## src/cbsu_defs.vh

```
/*
 * Constants of the conditional branch and skip unit: opcode patterns,
 * decoded instruction classes, flag positions, cycle counts, register map.
 * Assumes inclusion by the unit's design files and its bench.
 */
// What this block does
// RL1: If bit b of I/O register P is one, skip the next instruction.
// RL2: Flag-set branch: if status bit s is one, PC becomes PC+k+1.
// RL3: Flag-clear branch: if status bit s is zero, PC becomes PC+k+1.
// RL4: Branch-equal jumps to PC+k+1 only when zero flag is one.
// RL5: Branch-not-equal jumps to PC+k+1 only when zero flag is zero.
// RL6: Carry-set and lower branches jump when carry flag is one.
// RL7: Carry-clear and same-or-higher branches jump when carry flag is zero.
// RL8: Branch-minus jumps when negative flag is one, else falls through.
// RL9: Branch-plus jumps when negative flag is zero, else falls through.
// RL10: No skip or branch instruction alters any status flag.
// RL11: Branches take one cycle when not taken, two when taken.
// RL12: Named branches decode as distinct classes sharing displacement k.
// RL13: Displacement k is signed, sign-extended, reaching backward or forward.
// RL14: Skip advances three words over a two-word instruction, else two.
`ifndef CBSU_DEFS_VH
`define CBSU_DEFS_VH

// Opcode patterns
`define CBSU_SKIP_MASK      16'hff00
`define CBSU_SKIP_VAL       16'h9b00
`define CBSU_BR_MASK        16'hfc00
`define CBSU_BRSET_VAL      16'hf000
`define CBSU_BRCLR_VAL      16'hf400

// Operand fields
`define CBSU_K_MSB          9
`define CBSU_K_LSB          3
`define CBSU_S_MSB          2
`define CBSU_S_LSB          0
`define CBSU_B_MSB          2
`define CBSU_B_LSB          0

// Status flag positions
`define CBSU_FLAG_C         3'h0
`define CBSU_FLAG_Z         3'h1
`define CBSU_FLAG_N         3'h2

// Decoded instruction classes
`define CBSU_OP_NONE        4'h0
`define CBSU_OP_SKIP_IO     4'h1
`define CBSU_OP_FLAG_SET    4'h2
`define CBSU_OP_FLAG_CLEAR  4'h3
`define CBSU_OP_EQUAL       4'h4
`define CBSU_OP_NOT_EQUAL   4'h5
`define CBSU_OP_CARRY_SET   4'h6
`define CBSU_OP_CARRY_CLEAR 4'h7
`define CBSU_OP_MINUS       4'h8
`define CBSU_OP_PLUS        4'h9

// Cycle counts and program counter steps
`define CBSU_CYC_ONE        2'h1
`define CBSU_CYC_TWO        2'h2
`define CBSU_CYC_THREE      2'h3
`define CBSU_STEP_ONE       16'h0001
`define CBSU_STEP_TWO       16'h0002
`define CBSU_STEP_THREE     16'h0003

// Register map
`define CBSU_REG_CTRL       4'h0
`define CBSU_REG_STATUS     4'h1
`define CBSU_REG_PC_LO      4'h2
`define CBSU_REG_PC_HI      4'h3
`define CBSU_REG_TAKEN      4'h4
`define CBSU_REG_FALL       4'h5
`define CBSU_REG_BITCNT     4'h8
`define CBSU_CTRL_RST       8'h01
`define CBSU_CTRL_EN        0
`define CBSU_CTRL_CLR       1

`endif

```

## src/cbsu_cond.v

```verilog
/*
 * Combinational decode and condition evaluation of one skip or branch
 * instruction, with its target program counter and cycle count.
 * Assumes all inputs are stable for the cycle in which they are used.
 */
`timescale 1ns/1ps
`include "cbsu_defs.vh"

module cbsu_cond (
    // Instruction and context
    input  wire [15:0] instr_word,
    input  wire [15:0] instr_pc,
    input  wire [7:0]  status_flags_register_in,
    input  wire [7:0]  io_rdata,
    input  wire        next_two_word,
    // Result
    output reg  [3:0]  op_class,
    output reg         taken,
    output reg  [15:0] target_pc,
    output reg  [1:0]  cycles
);

    wire [15:0] k_ext;
    wire [2:0]  sel;

    // Sign-extended displacement
    assign k_ext = {{9{instr_word[`CBSU_K_MSB]}},
                    instr_word[`CBSU_K_MSB:`CBSU_K_LSB]}; // RL13
    assign sel   = instr_word[`CBSU_S_MSB:`CBSU_S_LSB];

    function [3:0] cbsu_decode;
        input [15:0] w;
        begin
            if ((w & `CBSU_SKIP_MASK) == `CBSU_SKIP_VAL) begin
                cbsu_decode = `CBSU_OP_SKIP_IO;
            end else if ((w & `CBSU_BR_MASK) == `CBSU_BRSET_VAL) begin
                case (w[`CBSU_S_MSB:`CBSU_S_LSB]) // RL12
                    `CBSU_FLAG_Z: cbsu_decode = `CBSU_OP_EQUAL;
                    `CBSU_FLAG_C: cbsu_decode = `CBSU_OP_CARRY_SET;
                    `CBSU_FLAG_N: cbsu_decode = `CBSU_OP_MINUS;
                    default:      cbsu_decode = `CBSU_OP_FLAG_SET;
                endcase
            end else if ((w & `CBSU_BR_MASK) == `CBSU_BRCLR_VAL) begin
                case (w[`CBSU_S_MSB:`CBSU_S_LSB]) // RL12
                    `CBSU_FLAG_Z: cbsu_decode = `CBSU_OP_NOT_EQUAL;
                    `CBSU_FLAG_C: cbsu_decode = `CBSU_OP_CARRY_CLEAR;
                    `CBSU_FLAG_N: cbsu_decode = `CBSU_OP_PLUS;
                    default:      cbsu_decode = `CBSU_OP_FLAG_CLEAR;
                endcase
            end else begin
                cbsu_decode = `CBSU_OP_NONE;
            end
        end
    endfunction

    always @* begin
        op_class  = cbsu_decode(instr_word);
        taken     = 1'b0;
        target_pc = instr_pc + `CBSU_STEP_ONE;
        cycles    = `CBSU_CYC_ONE;
        case (op_class)
            `CBSU_OP_SKIP_IO: begin
                taken = io_rdata[instr_word[`CBSU_B_MSB:`CBSU_B_LSB]]; // RL1
            end
            `CBSU_OP_FLAG_SET:    taken = status_flags_register_in[sel];                 // RL2
            `CBSU_OP_FLAG_CLEAR:  taken = ~status_flags_register_in[sel];                // RL3
            `CBSU_OP_EQUAL:       taken = status_flags_register_in[`CBSU_FLAG_Z];        // RL4
            `CBSU_OP_NOT_EQUAL:   taken = ~status_flags_register_in[`CBSU_FLAG_Z];       // RL5
            `CBSU_OP_CARRY_SET:   taken = status_flags_register_in[`CBSU_FLAG_C];        // RL6
            `CBSU_OP_CARRY_CLEAR: taken = ~status_flags_register_in[`CBSU_FLAG_C];       // RL7
            `CBSU_OP_MINUS:       taken = status_flags_register_in[`CBSU_FLAG_N];        // RL8
            `CBSU_OP_PLUS:        taken = ~status_flags_register_in[`CBSU_FLAG_N];       // RL9
            default:              taken = 1'b0;
        endcase
        if (taken && op_class == `CBSU_OP_SKIP_IO) begin
            if (next_two_word) begin
                target_pc = instr_pc + `CBSU_STEP_THREE; // RL14
                cycles    = `CBSU_CYC_THREE;
            end else begin
                target_pc = instr_pc + `CBSU_STEP_TWO; // RL14
                cycles    = `CBSU_CYC_TWO;
            end
        end else if (taken) begin
            target_pc = instr_pc + k_ext + `CBSU_STEP_ONE; // RL13
            cycles    = `CBSU_CYC_TWO; // RL11
        end
    end

endmodule

```

## src/cbsu_unit.v

```verilog
/*
 * Conditional branch and skip unit: takes one instruction from the fetch
 * stage, holds it for its execution cycles and hands the next program
 * counter back, leaving the status flags untouched.
 * Assumes the fetch stage presents the instruction, its address, the flags,
 * the addressed I/O register value and the length of the following
 * instruction together with instr_valid, synchronous to ref_clk.
 */
`timescale 1ns/1ps
`include "cbsu_defs.vh"

module cbsu_unit (
    // Clock and reset
    input  wire        ref_clk,
    input  wire        rst_n,
    // Instruction from fetch
    input  wire        instr_valid,
    input  wire [15:0] instr_word,
    input  wire [15:0] instr_pc,
    input  wire        next_two_word,
    input  wire [7:0]  io_rdata,
    input  wire [7:0]  status_flags_register_in,
    output reg         instr_ready_r,
    // Result to program counter
    output reg         done_r,
    output reg  [15:0] pc_next_r,
    output reg         taken_r,
    output reg  [1:0]  cycles_r,
    output reg  [3:0]  op_class_r,
    output reg  [7:0]  status_flags_register_out_r,
    // Register port
    input  wire [3:0]  reg_addr,
    input  wire [7:0]  reg_wdata,
    input  wire        reg_wr,
    input  wire        reg_rd,
    output reg  [7:0]  reg_rdata_r
);

    localparam [1:0] ST_IDLE = 2'b01;
    localparam [1:0] ST_BUSY = 2'b10;

    reg  [1:0]  state_r;
    reg  [1:0]  state_nxt;
    reg  [1:0]  cnt_r;
    reg  [15:0] pc_hold_r;
    reg         taken_hold_r;
    reg  [1:0]  cyc_hold_r;
    reg  [3:0]  class_hold_r;
    reg  [7:0]  status_flags_register_hold_r;
    reg  [7:0]  ctrl_r;
    reg  [7:0]  taken_cnt_r;
    reg  [7:0]  fall_cnt_r;
    reg  [7:0]  reg_rdata_nxt;

    wire [3:0]  dec_class;
    wire        dec_taken;
    wire [15:0] dec_target;
    wire [1:0]  dec_cycles;
    wire        accept;
    wire        finish;
    wire        clr_cnt;
    wire        flag_branch;
    wire [63:0] bit_cnt_flat;

    assign accept  = instr_valid & instr_ready_r;
    assign finish  = state_r[1] & (cnt_r == 2'h1);
    assign clr_cnt = reg_wr & (reg_addr == `CBSU_REG_CTRL) & reg_wdata[`CBSU_CTRL_CLR];
    assign flag_branch = (dec_class != `CBSU_OP_NONE) && (dec_class != `CBSU_OP_SKIP_IO);

    cbsu_cond u_cond (
        .instr_word    (instr_word),
        .instr_pc      (instr_pc),
        .status_flags_register_in       (status_flags_register_in),
        .io_rdata      (io_rdata),
        .next_two_word (next_two_word),
        .op_class      (dec_class),
        .taken         (dec_taken),
        .target_pc     (dec_target),
        .cycles        (dec_cycles)
    );

    // Next state
    always @* begin
        state_nxt = state_r;
        case (state_r)
            ST_IDLE: begin
                if (accept) begin
                    state_nxt = ST_BUSY;
                end
            end
            ST_BUSY: begin
                if (finish) begin
                    state_nxt = ST_IDLE;
                end
            end
            default: state_nxt = ST_IDLE;
        endcase
    end

    // Execution timing and result hold
    always @(posedge ref_clk or negedge rst_n) begin
        if (!rst_n) begin
            state_r       <= ST_IDLE;
            cnt_r         <= 2'h0;
            pc_hold_r     <= 16'h0000;
            taken_hold_r  <= 1'b0;
            cyc_hold_r    <= 2'h0;
            class_hold_r  <= 4'h0;
            status_flags_register_hold_r   <= 8'h00;
            instr_ready_r <= 1'b0;
            done_r        <= 1'b0;
            pc_next_r     <= 16'h0000;
            taken_r       <= 1'b0;
            cycles_r      <= 2'h0;
            op_class_r    <= 4'h0;
            status_flags_register_out_r    <= 8'h00;
        end else begin
            state_r       <= state_nxt;
            done_r        <= finish;
            instr_ready_r <= ctrl_r[`CBSU_CTRL_EN] & state_nxt[0];
            if (accept) begin
                cnt_r        <= dec_cycles; // RL11
                pc_hold_r    <= dec_target;
                taken_hold_r <= dec_taken;
                cyc_hold_r   <= dec_cycles;
                class_hold_r <= dec_class;
                status_flags_register_hold_r  <= status_flags_register_in; // RL10
            end else if (state_r[1]) begin
                cnt_r <= cnt_r - 2'h1;
            end
            if (finish) begin
                pc_next_r  <= pc_hold_r;
                taken_r    <= taken_hold_r;
                cycles_r   <= cyc_hold_r;
                op_class_r <= class_hold_r;
                status_flags_register_out_r <= status_flags_register_hold_r; // RL10
            end
        end
    end

    // Control register and outcome counters
    always @(posedge ref_clk or negedge rst_n) begin
        if (!rst_n) begin
            ctrl_r      <= `CBSU_CTRL_RST;
            taken_cnt_r <= 8'h00;
            fall_cnt_r  <= 8'h00;
        end else begin
            if (reg_wr && reg_addr == `CBSU_REG_CTRL) begin
                ctrl_r <= {7'h00, reg_wdata[`CBSU_CTRL_EN]};
            end
            if (accept && dec_taken) begin
                taken_cnt_r <= taken_cnt_r + 8'h01;
            end else if (clr_cnt) begin
                taken_cnt_r <= 8'h00;
            end
            if (accept && !dec_taken) begin
                fall_cnt_r <= fall_cnt_r + 8'h01;
            end else if (clr_cnt) begin
                fall_cnt_r <= 8'h00;
            end
        end
    end

    // Taken-branch count for each selected status bit
    genvar gi;
    generate
        for (gi = 0; gi < 8; gi = gi + 1) begin : g_bitcnt
            reg [7:0] cnt_bit_r;
            always @(posedge ref_clk or negedge rst_n) begin
                if (!rst_n) begin
                    cnt_bit_r <= 8'h00;
                end else if (accept && dec_taken && flag_branch &&
                             instr_word[`CBSU_S_MSB:`CBSU_S_LSB] == gi) begin
                    cnt_bit_r <= cnt_bit_r + 8'h01;
                end else if (clr_cnt) begin
                    cnt_bit_r <= 8'h00;
                end
            end
            assign bit_cnt_flat[gi*8 +: 8] = cnt_bit_r;
        end
    endgenerate

    // Read mux
    always @* begin
        reg_rdata_nxt = 8'h00;
        if (reg_addr[3]) begin
            reg_rdata_nxt = bit_cnt_flat[reg_addr[2:0]*8 +: 8];
        end else begin
            case (reg_addr)
                `CBSU_REG_CTRL:   reg_rdata_nxt = ctrl_r;
                `CBSU_REG_STATUS: reg_rdata_nxt = {2'h0, cycles_r,
                                                   op_class_r == `CBSU_OP_SKIP_IO,
                                                   taken_r, state_r[1], 1'b0};
                `CBSU_REG_PC_LO:  reg_rdata_nxt = pc_next_r[7:0];
                `CBSU_REG_PC_HI:  reg_rdata_nxt = pc_next_r[15:8];
                `CBSU_REG_TAKEN:  reg_rdata_nxt = taken_cnt_r;
                `CBSU_REG_FALL:   reg_rdata_nxt = fall_cnt_r;
                default:          reg_rdata_nxt = 8'h00;
            endcase
        end
    end

    always @(posedge ref_clk or negedge rst_n) begin
        if (!rst_n) begin
            reg_rdata_r <= 8'h00;
        end else if (reg_rd) begin
            reg_rdata_r <= reg_rdata_nxt;
        end else begin
            reg_rdata_r <= 8'h00;
        end
    end

endmodule

```

## config.mk

```make
export PLATFORM = sky130hd
export DESIGN_NAME = cbsu_unit
export DESIGN_NICKNAME = d
export VERILOG_FILES = /design/src/cbsu_cond.v /design/src/cbsu_unit.v
export VERILOG_INCLUDE_DIRS = /design/src /design/src/src
export SDC_FILE = /design/constraint.sdc
export NUM_CORES = 1
export LEC_CHECK = 0
export BUFFER_PORTS_ARGS = -buffer_cell sky130_fd_sc_hd__buf_2
export CAP_MARGIN = 25
export CELL_PAD_IN_SITES_DETAIL_PLACEMENT = 0
export CELL_PAD_IN_SITES_GLOBAL_PLACEMENT = 1
export CORE_MARGIN = 2
export CORE_UTILIZATION = 47
export CTS_CLUSTER_DIAMETER = 50
export CTS_CLUSTER_SIZE = 20
export DETAILED_ROUTE_END_ITERATION = 6
export PLACE_DENSITY_LB_ADDON = 0.3
export SYNTH_ARGS = -nofsm -noshare
export SYNTH_HDL_FRONTEND = slang
export SYNTH_SLANG_ARGS = --single-unit
```

## constraint.sdc

```tcl
create_clock -name ref_clk -period 2.4 [get_ports ref_clk]
set_clock_uncertainty 0.15 [all_clocks]
set_input_delay 0 -clock ref_clk [delete_from_list [all_inputs] [get_ports ref_clk]]
set_output_delay 0 -clock ref_clk [all_outputs]
set_load 0.01 [all_outputs]
```

Yosys cells after proc, flatten, opt, wreduce, memory -nomap -nowiden
Index checks and enable logic that the tools add are counted.

operators by class
  magnitude comparators = 1
  mux-type cells = 35
  bitwise logic cells = 9
  reductions and logical operators = 30
  equal/unequal tests = 31
  shifts and indexed selects = 1
  add/sub/neg operators = 16

operators with widths
  kind                                                              number
  8-bit two-way mux                                                 13
  8-bit by 1-bit adder with 8-bit output (second input constant)    10
  64-bit by 7-bit variable part select with 8-bit output            1
  16-bit two-way mux                                                3
  8-bit case mux with 6 select lines                                1
  16-bit by 1-bit adder with 16-bit output (second input constant)  2
  16-bit by 2-bit adder with 16-bit output (second input constant)  2
  4-bit by 3-bit == test with 1-bit output (second input constant)  6
  4-bit case mux with 3 select lines                                2
  2-bit nonzero test                                                11
  16-bit adder                                                      1
  4-bit by 2-bit == test with 1-bit output (second input constant)  4
  1-bit logical AND                                                 14
  3-bit == test (second input constant)                             4
  4-bit by 1-bit == test with 1-bit output (second input constant)  3
  6-bit == test (second input constant)                             2
  2-bit two-way mux                                                 6
  4-bit two-way mux                                                 3
  1-bit case mux with 9 select lines                                1
  4-bit == test (second input constant)                             2
  8-bit == test (second input constant)                             1
  1-bit binary-select mux with 3-bit select                         2
  3-bit by 2-bit == test with 1-bit output (second input constant)  2
  1-bit bitwise AND                                                 5
  other kinds (15)                                                  22

word-level totals
  input port bits = 66
  output and inout port bits = 41
  logic and storage cells = 150
  flip-flop bits (word level) = 157

Longest topological paths before layout
Gate-level depths: netlist of the first run.

  word-level depth = 11
  depth in mapped cells = 11
  gate-level depth less buffers = 11

Cells and area by module
From an unflattened synthesis of the first run, not the netlist that was laid out.

unflattened totals
  cells, all modules = 1058
  area total of the unflattened synthesis = 9846.9 um^2

by module, submodules not included
  module     area an instance (um^2)  cells an instance  instances  sequential area each (um^2)
  cbsu_unit  7953.9                   787                1          3931.3
  cbsu_cond  1893.1                   271                1          0.0

Least setup slack after synthesis of the first run
OpenSTA, ideal clock, no wires.

  path type = input to register
  start point = input instr_word[0]
  end point = register g_bitcnt[2].cnt_bit_r[4]
  setup slack = -327 ps
  arrival time = 2459 ps
  required time = 2132 ps
  buffers on the path = 3
  stages = 10
  library setup time = 118 ps
  cell sequence = buf_6 mux4_1 mux2_2 and2_4 buf_6 a221o_2 buf_8 o211ai_4 mux2_1 a21o_1

between the ends
  cells in the longest elaborated chain, start to end = 11
  elaborated cells between the ends (all ways) = 31
  those cells by class = 12 x eq/ne; 11 x mux; 1 x bitwise; 7 x reduce/logical

ends and longest elaborated chain
  element                                                           line                                             text
  start, declared                                                   cbsu_unit.v:18                                   input wire [15:0] instr_word,
  3-bit by 2-bit == test with 1-bit output (tied with other cells)  cbsu_cond.v:37, cbsu_cond.v:44, cbsu_unit.v:173
  4-bit case mux with 3 select lines                                cbsu_cond.v:44                                   case (w[`CBSU_S_MSB:`CBSU_S_LSB])
  4-bit two-way mux                                                 cbsu_cond.v:43                                   end else if ((w & `CBSU_BR_MASK) == `CBSU_BRCLR_VAL) begin
  4-bit two-way mux                                                 cbsu_cond.v:36                                   end else if ((w & `CBSU_BR_MASK) == `CBSU_BRSET_VAL) begin
  4-bit two-way mux                                                 cbsu_cond.v:34                                   if ((w & `CBSU_SKIP_MASK) == `CBSU_SKIP_VAL) begin
  4-bit == test (tied with other cells)                             cbsu_cond.v:61                                   case (op_class)
  1-bit case mux with 9 select lines                                cbsu_cond.v:61
  1-bit logical AND (2 in series)                                   cbsu_unit.v:172                                  end else if (accept && dec_taken && flag_branch &&
  1-bit logical AND (*)                                             cbsu_unit.v:172
  8-bit two-way mux or 2-bit nonzero test (tied branches)           --
  end signal, assigned                                              cbsu_unit.v:174                                  cnt_bit_r <= cnt_bit_r + 8'h01;
  end, declared                                                     cbsu_unit.v:168                                  reg [7:0] cnt_bit_r;

Mark *: on every way between the ends. The rest lies on a longest branch, timed or not. The select of a mux whose other input is x is not followed.
A chain may end at the register's enable or synchronous reset.

Worst setup path after layout of the first run
  start point = input instr_word[2]
  end point = register g_bitcnt[2].cnt_bit_r[5]

The elaborated chain is that of the path after synthesis.

==> reports/results.txt, run 1 <==
fraction of synthesized area in multiplexers: 0.146
wire length of the first global-routing pass: 44400 um
total chip power: 8.79 mW
clock transition time at the flip-flop clock pins of the worst setup and hold paths: 0.07 ns
cell types with the highest counts after synthesis: sky130_fd_sc_hd__dfrtp_1, sky130_fd_sc_hd__nand2_1, sky130_fd_sc_hd__nand3_1
maximum buffer depth of the clock tree: 2
GR Overflow Total: 0
post-route setup slack: 0.0961 ns
share of async-settable or async-resettable flops after synthesis: 1.00
# placed instances: 1460
Synth Register Bits: 157
number of iterations in the first detailed-routing pass: 7
class of the most critical setup path: primary input to flip-flop
final setup violation count: 0
share of the yosys chip area belonging to registers: 0.390
status: finished, violations left
placed wire-length estimate after detailed placement: 20100 um
minimum clock period: 2.30 ns
leading area contributor after synthesis: sky130_fd_sc_hd__dfrtp_1
vertical die dimension: 151 um
average wire per cell in the routed design: 17.7 um
setup repair after global routing missed its margin: false
total number of vias: 8713
most repeated cell in the gate-level netlist after synthesis: sky130_fd_sc_hd__dfrtp_1
share of the synthesized area in compound gates (AO/OA/AOI/OAI): 0.157
Max Fclk: 434 MHz
I/O pins: 107
Max Used Layer: met4
Overall Global Routing Usage: 0.251
share of post-route cells with drive strength above 1: 0.296
final setup TNS: 0 ns
clock latency of the later-clocked register in the worst-skew pair: 0.43 ns
fraction of the mapped netlist area in simple logic gates: 0.178
mean number of vias per cell: 5.69
number of remaining DRC errors: 2
reported max-cap violation count: 0
mean instance size in the synthesized netlist: 9.90 um^2
Leak: 6.06 nW
initial antenna violation count: 0
parity-gate share of the synthesized area counting xor and xnor cells: 0.0452
Die Wd: 151 um
transition time of the tightest slew-check pin: 0.667 ns
Layout area overhead: 27.1%
number of H-tree levels: 4
net count reported at finish: 1341
core footprint: 21000 um^2
endpoint required time on the critical path: 2.57 ns
Syn Inst Count: 1019
area share of the leading cell type in the synthesized netlist: 0.385
Cell Rows: 53
power density over the cells: 686 nW/um^2
Fin. Hold Viols: 0
launch point of the worst path: instr_word[2]
area occupied by multi-input gates: 5830 um^2
worst setup slack after placement: -0.262 ns
endpoint arrival time on the critical path: 2.47 ns
Distinct cells, synth: 89
CTS buffer count: 17
starting utilization of the core area: 0.480
failing checks: DRC
clock net sink count: 157
TritonCTS clock tree: done
most area-consuming cells after synthesis: sky130_fd_sc_hd__dfrtp_1, sky130_fd_sc_hd__mux2_2, sky130_fd_sc_hd__mux2i_1, sky130_fd_sc_hd__ha_1, sky130_fd_sc_hd__nand3_1
detailed-routed wire length on met3: 1380 um
Root Buffer: sky130_fd_sc_hd__clkbuf_16
Hold Crit Class: primary input to asynchronous set/reset pin
total wirelength of the detailed-routed design: 27100 um
Post-Synth Adder-Cell Area: 0.0417
final cell count without fillers: 1530
antenna diode count: 0
# fillers: 1754
Startpoint Class: primary input
post-route met1 wirelength: 12800 um
syn_nets: 1118
final antenna-violating net count: 0
Critical R2R Launch: instr_ready_r$_DFF_PN0_
GPL Wtd Cong: 0.874
number of slew-limit violations in the final report: 0
Critical Path Sink Type: flip-flop
VDD IR-drop max: 0.450 mV
Cell Area, Synth: 10100 um^2
max-slew headroom at the worst pin: 0.555
routed length on met2: 12400 um
largest net degree at the start of global routing: 68
Final Cycle Share: 0.960
hold slack: 0.00422 ns
die area: 22700 um^2
Port Buf Inserts: 100
dominant combinational cell family by area after synthesis: simple AND/OR/NAND/NOR gates
count of flip-flops with a built-in enable after synthesis: 0
Synthesis Warnings: 0
crit path max fanout: 8
footprint of the flip-flops and latches: 3930 um^2
number of global-route vias before repair: 8587
starting DRC count in detailed routing: 493
most frequently used flop master after synthesis: sky130_fd_sc_hd__dfrtp_1
-- final cells by class --
cell class | instances | share of cell area
flip-flops and latches | 157 | 0.307
inverters | 34 | 0.00996
clock inverters | 12 | 0.0107
well taps | 275 | 0.0268
clock buffers | 20 | 0.0356
multi-input cells | 772 | 0.455
repair buffers | 260 | 0.155
-- registers in the layout (all words and copies together), names as in the netlist, 4 cells and up --
register and cells:
fall_cnt_r 8, status_flags_register_out_r 8, reg_rdata_r 8, op_class_r 4, class_hold_r 4, pc_next_r 16, g_bitcnt.cnt_bit_r 64, status_flags_register_hold_r 8
pc_hold_r 16, taken_cnt_r 8
-- report_power, final --
group	switching [mW]	internal, mW	leakage (nW)
Combinational	1.13	1.18	3.69
Clock	1.13	1.60	0.287
Sequential	0.515	3.23	2.07
Total	2.78	6.01	6.05
-- cell families (layout without fill, tap and decap cells) --
kind of cell,count (synthesis),after routing
muxes,118,118
and+or+nand+nor,351,351
adders and majority gates,33,33
DFF,157,157
AOI/OAI and AO/OA,218,218
buffers and inverters,90,326
xor gates and xnor gates,52,52
-- metal layers --
layer  track usage  vias up
li1              -     4196
met1         0.354     4241
met2         0.394      241
met3        0.0470       35
met4        0.0722        0
met5             0        -
-- repair_timing --
action,4_1_cts,5_1_grt
hold endpoints to repair,191,0
resized for setup,0,3
setup endpoints to repair,0,25
hold buffers,37,0
buffers inserted,0,1
-- through the flow --
stage / instance area (um^2) / utilization
floorplan: 10200 / -
global placement: 11800 / 0.563
detailed placement: 11800 / 0.563
CTS: 12800 / 0.609
global route: 12800 / 0.610
finish: 12800 / 0.610
-- layout by cell type, fill, tap and decap left out, types with 20 or more instances in the layout --
cell type                         n
sky130_fd_sc_hd__nand2_1         82
sky130_fd_sc_hd__xor2_1          25
sky130_fd_sc_hd__a21oi_1         20
sky130_fd_sc_hd__ha_1            32
sky130_fd_sc_hd__buf_4          107
sky130_fd_sc_hd__nor2_1          61
sky130_fd_sc_hd__buf_2           99
sky130_fd_sc_hd__dfrtp_1        155
sky130_fd_sc_hd__dlygate4sd3_1   37
sky130_fd_sc_hd__a21o_1          26
sky130_fd_sc_hd__o21ai_0         54
sky130_fd_sc_hd__mux2i_1         50
sky130_fd_sc_hd__nand3_1         71
sky130_fd_sc_hd__mux2_2          45
sky130_fd_sc_hd__xnor2_1         27
sky130_fd_sc_hd__inv_1           34
-- worst paths after layout --
path,endpoint,slack [ns],cells past startpoint
max,g_bitcnt[2].cnt_bit_r[5]$_DFFE_PN0P_,0.1,10
min,g_bitcnt[4].cnt_bit_r[5]$_DFFE_PN0P_,0.004,2
max reg2reg,g_bitcnt[4].cnt_bit_r[3]$_DFFE_PN0P_,0.38,6
min reg2reg,status_flags_register_hold_r[3]$_DFFE_PN0P_,0.32,2
max in group asynchronous,pc_next_r[15]$_DFFE_PN0P_,1.38,3
min in group ref_clk,pc_hold_r[10]$_DFFE_PN0P_,0.02,5
-- worst max-delay path, cell delays in order --
cell and delay, ns:
sky130_fd_sc_hd__buf_2 0.16, sky130_fd_sc_hd__dlygate4sd3_1 0.61, sky130_fd_sc_hd__nor2_1 0.21, sky130_fd_sc_hd__nor2_1 0.11, sky130_fd_sc_hd__o31a_1 0.34, sky130_fd_sc_hd__buf_4 0.16
sky130_fd_sc_hd__buf_4 0.17, sky130_fd_sc_hd__o211ai_4 0.24, sky130_fd_sc_hd__mux2_4 0.32, sky130_fd_sc_hd__a21o_1 0.16
(Power assumes the default switching activity.)
==> inputs of run 2 (changes only) <==
--- a/config.mk
+++ b/config.mk
@@ -15,6 +15,7 @@
 export CTS_CLUSTER_DIAMETER = 50
 export CTS_CLUSTER_SIZE = 20
 export DETAILED_ROUTE_END_ITERATION = 6
+export GPL_TIMING_DRIVEN = 0
 export PLACE_DENSITY_LB_ADDON = 0.3
 export SYNTH_ARGS = -nofsm -noshare
 export SYNTH_HDL_FRONTEND = slang
==> constraint.sdc (replaced) <==
create_clock -name ref_clk -period 2.6 [get_ports ref_clk]
set_clock_uncertainty 0.15 [all_clocks]
set_input_delay 0 -clock ref_clk [delete_from_list [all_inputs] [get_ports ref_clk]]
set_output_delay 0 -clock ref_clk [all_outputs]
set_load 0.01 [all_outputs]
==> run 2 against run 1 <==
Against the previous run: the flow finishes with violations (hold timing); critical path depth stayed put; sequential share of layout area up 1.8 points; sequential cell count is the same; via count is 2.4% lower; worst hold slack worse by 0.21 ns; clock-buffer cell count grew 2; register-to-register slack worse by 0.26 ns; design area down 5.5%; critical path type unchanged.
==> reports/results.txt, run 2 (synthesized netlist as in run 1, its figures left out) <==
status: finished, violations left
failing checks: hold timing
starting utilization of the core area: 0.480
number of instances on the worst hold path: 3
most used cells in the layout excluding fill and tap cells: sky130_fd_sc_hd__dfrtp_1, sky130_fd_sc_hd__buf_2, sky130_fd_sc_hd__nand2_1, sky130_fd_sc_hd__nand3_1, sky130_fd_sc_hd__o21ai_0
starting DRC count in detailed routing: 510
mean number of vias per cell: 5.81
total wirelength of the detailed-routed design: 28200 um
crit path max fanout: 10
Fin. Hold Viols: 1
Largest register FFs: 64
TritonCTS clock tree: done
total number of vias: 8505
Cell Rows: 53
clock latency of the later-clocked register in the worst-skew pair: 0.42 ns
worst-case reg-to-reg path depth: 5
power density over the cells: 660 nW/um^2
Critical Path Sink Type: flip-flop
final setup violation count: 0
clock net sink count: 157
clock transition time at the flip-flop clock pins of the worst setup and hold paths: 0.06 ns
largest registers in the final layout: g_bitcnt.cnt_bit_r x64, pc_hold_r x16, pc_next_r x16
vertical die dimension: 151 um
average wire per cell in the routed design: 19.3 um
wire length of the first global-routing pass: 44600 um
final setup TNS: 0 ns
most common cell after layout, fill and taps aside: sky130_fd_sc_hd__dfrtp_1
GR Overflow Total: 0
hold slack: -0.202 ns
initial antenna violation count: 0
Overall Global Routing Usage: 0.258
Leak: 5.59 nW
Hold Crit Class: primary input to flip-flop
Port Buf Inserts: 94
GPL Wtd Cong: 0.875
endpoint arrival time on the critical path: 2.66 ns
die area: 22700 um^2
largest net degree at the start of global routing: 123
VDD IR-drop max: 0.424 mV
core footprint: 21000 um^2
final cell count without fillers: 1463
hold buffer count at CTS: 34
number of remaining DRC errors: 0
Max Fclk: 397 MHz
Final Cycle Share: 0.968
number of global-route vias before repair: 8134
Startpoint Class: primary input
minimum clock period: 2.52 ns
net count reported at finish: 1274
endpoint required time on the critical path: 2.74 ns
Root Buffer: sky130_fd_sc_hd__clkbuf_16
number of H-tree levels: 4
Die Wd: 151 um
class of the most critical setup path: primary input to flip-flop
maximum buffer depth of the clock tree: 2
setup repair after global routing missed its margin: true
register ranked first by flip-flop count: g_bitcnt.cnt_bit_r
max-slew headroom at the worst pin: 0.485
Layout area overhead: 20.1%
antenna diode count: 0
number of iterations in the first detailed-routing pass: 7
reported max-cap violation count: 0
placed wire-length estimate after detailed placement: 21100 um
number of slew-limit violations in the final report: 0
CTS buffer count: 17
# placed instances: 1389
post-route setup slack: 0.0832 ns
share of post-route cells with drive strength above 1: 0.225
# fillers: 1838
transition time of the tightest slew-check pin: 0.773 ns
final antenna-violating net count: 0
I/O pins: 107
worst setup slack after placement: -0.558 ns
-- run 2: area by class of cell --
type | instances | area, um^2 | area share
inverters | 34 | 128 | 0.0105
flip-flops and latches | 157 | 3930 | 0.324
plain buffers | 55 | 322 | 0.0265
well taps | 275 | 344 | 0.0284
repair buffers | 138 | 938 | 0.0775
multi-input cells | 772 | 5840 | 0.482
clock buffers | 22 | 474 | 0.0391
clock inverters | 10 | 136 | 0.0113
-- run 2: critical path, cell delays in order --
cell and delay (ns):
sky130_fd_sc_hd__buf_2 0.10, sky130_fd_sc_hd__nand4_1 0.25, sky130_fd_sc_hd__or3b_2 0.58, sky130_fd_sc_hd__a21oi_2 0.23
sky130_fd_sc_hd__o31a_1 0.37, sky130_fd_sc_hd__buf_6 0.27, sky130_fd_sc_hd__buf_4 0.23, sky130_fd_sc_hd__nor3_1 0.08
sky130_fd_sc_hd__o21a_1 0.17, sky130_fd_sc_hd__o41ai_1 0.36
-- run 2: through the flow --
stage | instance area (um^2) | utilization | total power [mW]
after floorplan | 10100 | - | 4.56
after global placement | 10900 | 0.519 | 5.32
after detailed placement | 11000 | 0.521 | 5.38
after CTS | 12000 | 0.569 | 8.02
after global routing | 12100 | 0.576 | 8.42
final | 12100 | 0.576 | 8.00
-- run 2: per-layer routing --
| metal | GRT usage | part of all wire | vias up |
|---|---|---|---|
| met1 | 0.365 | 0.47 | 4125 |
| li1 | - | - | 4067 |
| met2 | 0.395 | 0.45 | 259 |
| met4 | 0.101 | 0.030 | 0 |
| met3 | 0.0427 | 0.051 | 54 |
| met5 | 0 | 0 | - |
-- run 2: where the power goes --
| group | internal (mW) | switching, mW | total [mW] |
|---|---|---|---|
| sequential | 2.98 | 0.461 | 3.44 |
| clock | 1.59 | 0.996 | 2.58 |
| combinational | 0.935 | 1.04 | 1.97 |
| total | 5.50 | 2.49 | 8.00 |
-- run 2: timing repair --
item,4_1_cts,5_1_grt
pin swaps,0,4
endpoints found under the hold margin,190,1
gates resized for setup,6,15
setup endpoints to repair,11,45
buffers inserted,0,9
-- run 2: worst paths after layout --
kind	start	to	slack (ns)
max	instr_word[13]	pc_hold_r[6]$_DFFE_PN0P_	0.08
min	instr_pc[0]	pc_hold_r[0]$_DFFE_PN0P_	-0.20
max reg2reg	instr_ready_r$_DFF_PN0_	pc_hold_r[8]$_DFFE_PN0P_	0.12
min reg2reg	status_flags_register_hold_r[7]$_DFFE_PN0P_	status_flags_register_hold_r[7]$_DFFE_PN0P_	0.32
max in group asynchronous	rst_n	status_flags_register_out_r[5]$_DFFE_PN0P_	1.19
min in group asynchronous	rst_n	g_bitcnt[3].cnt_bit_r[7]$_DFFE_PN0P_	0.50
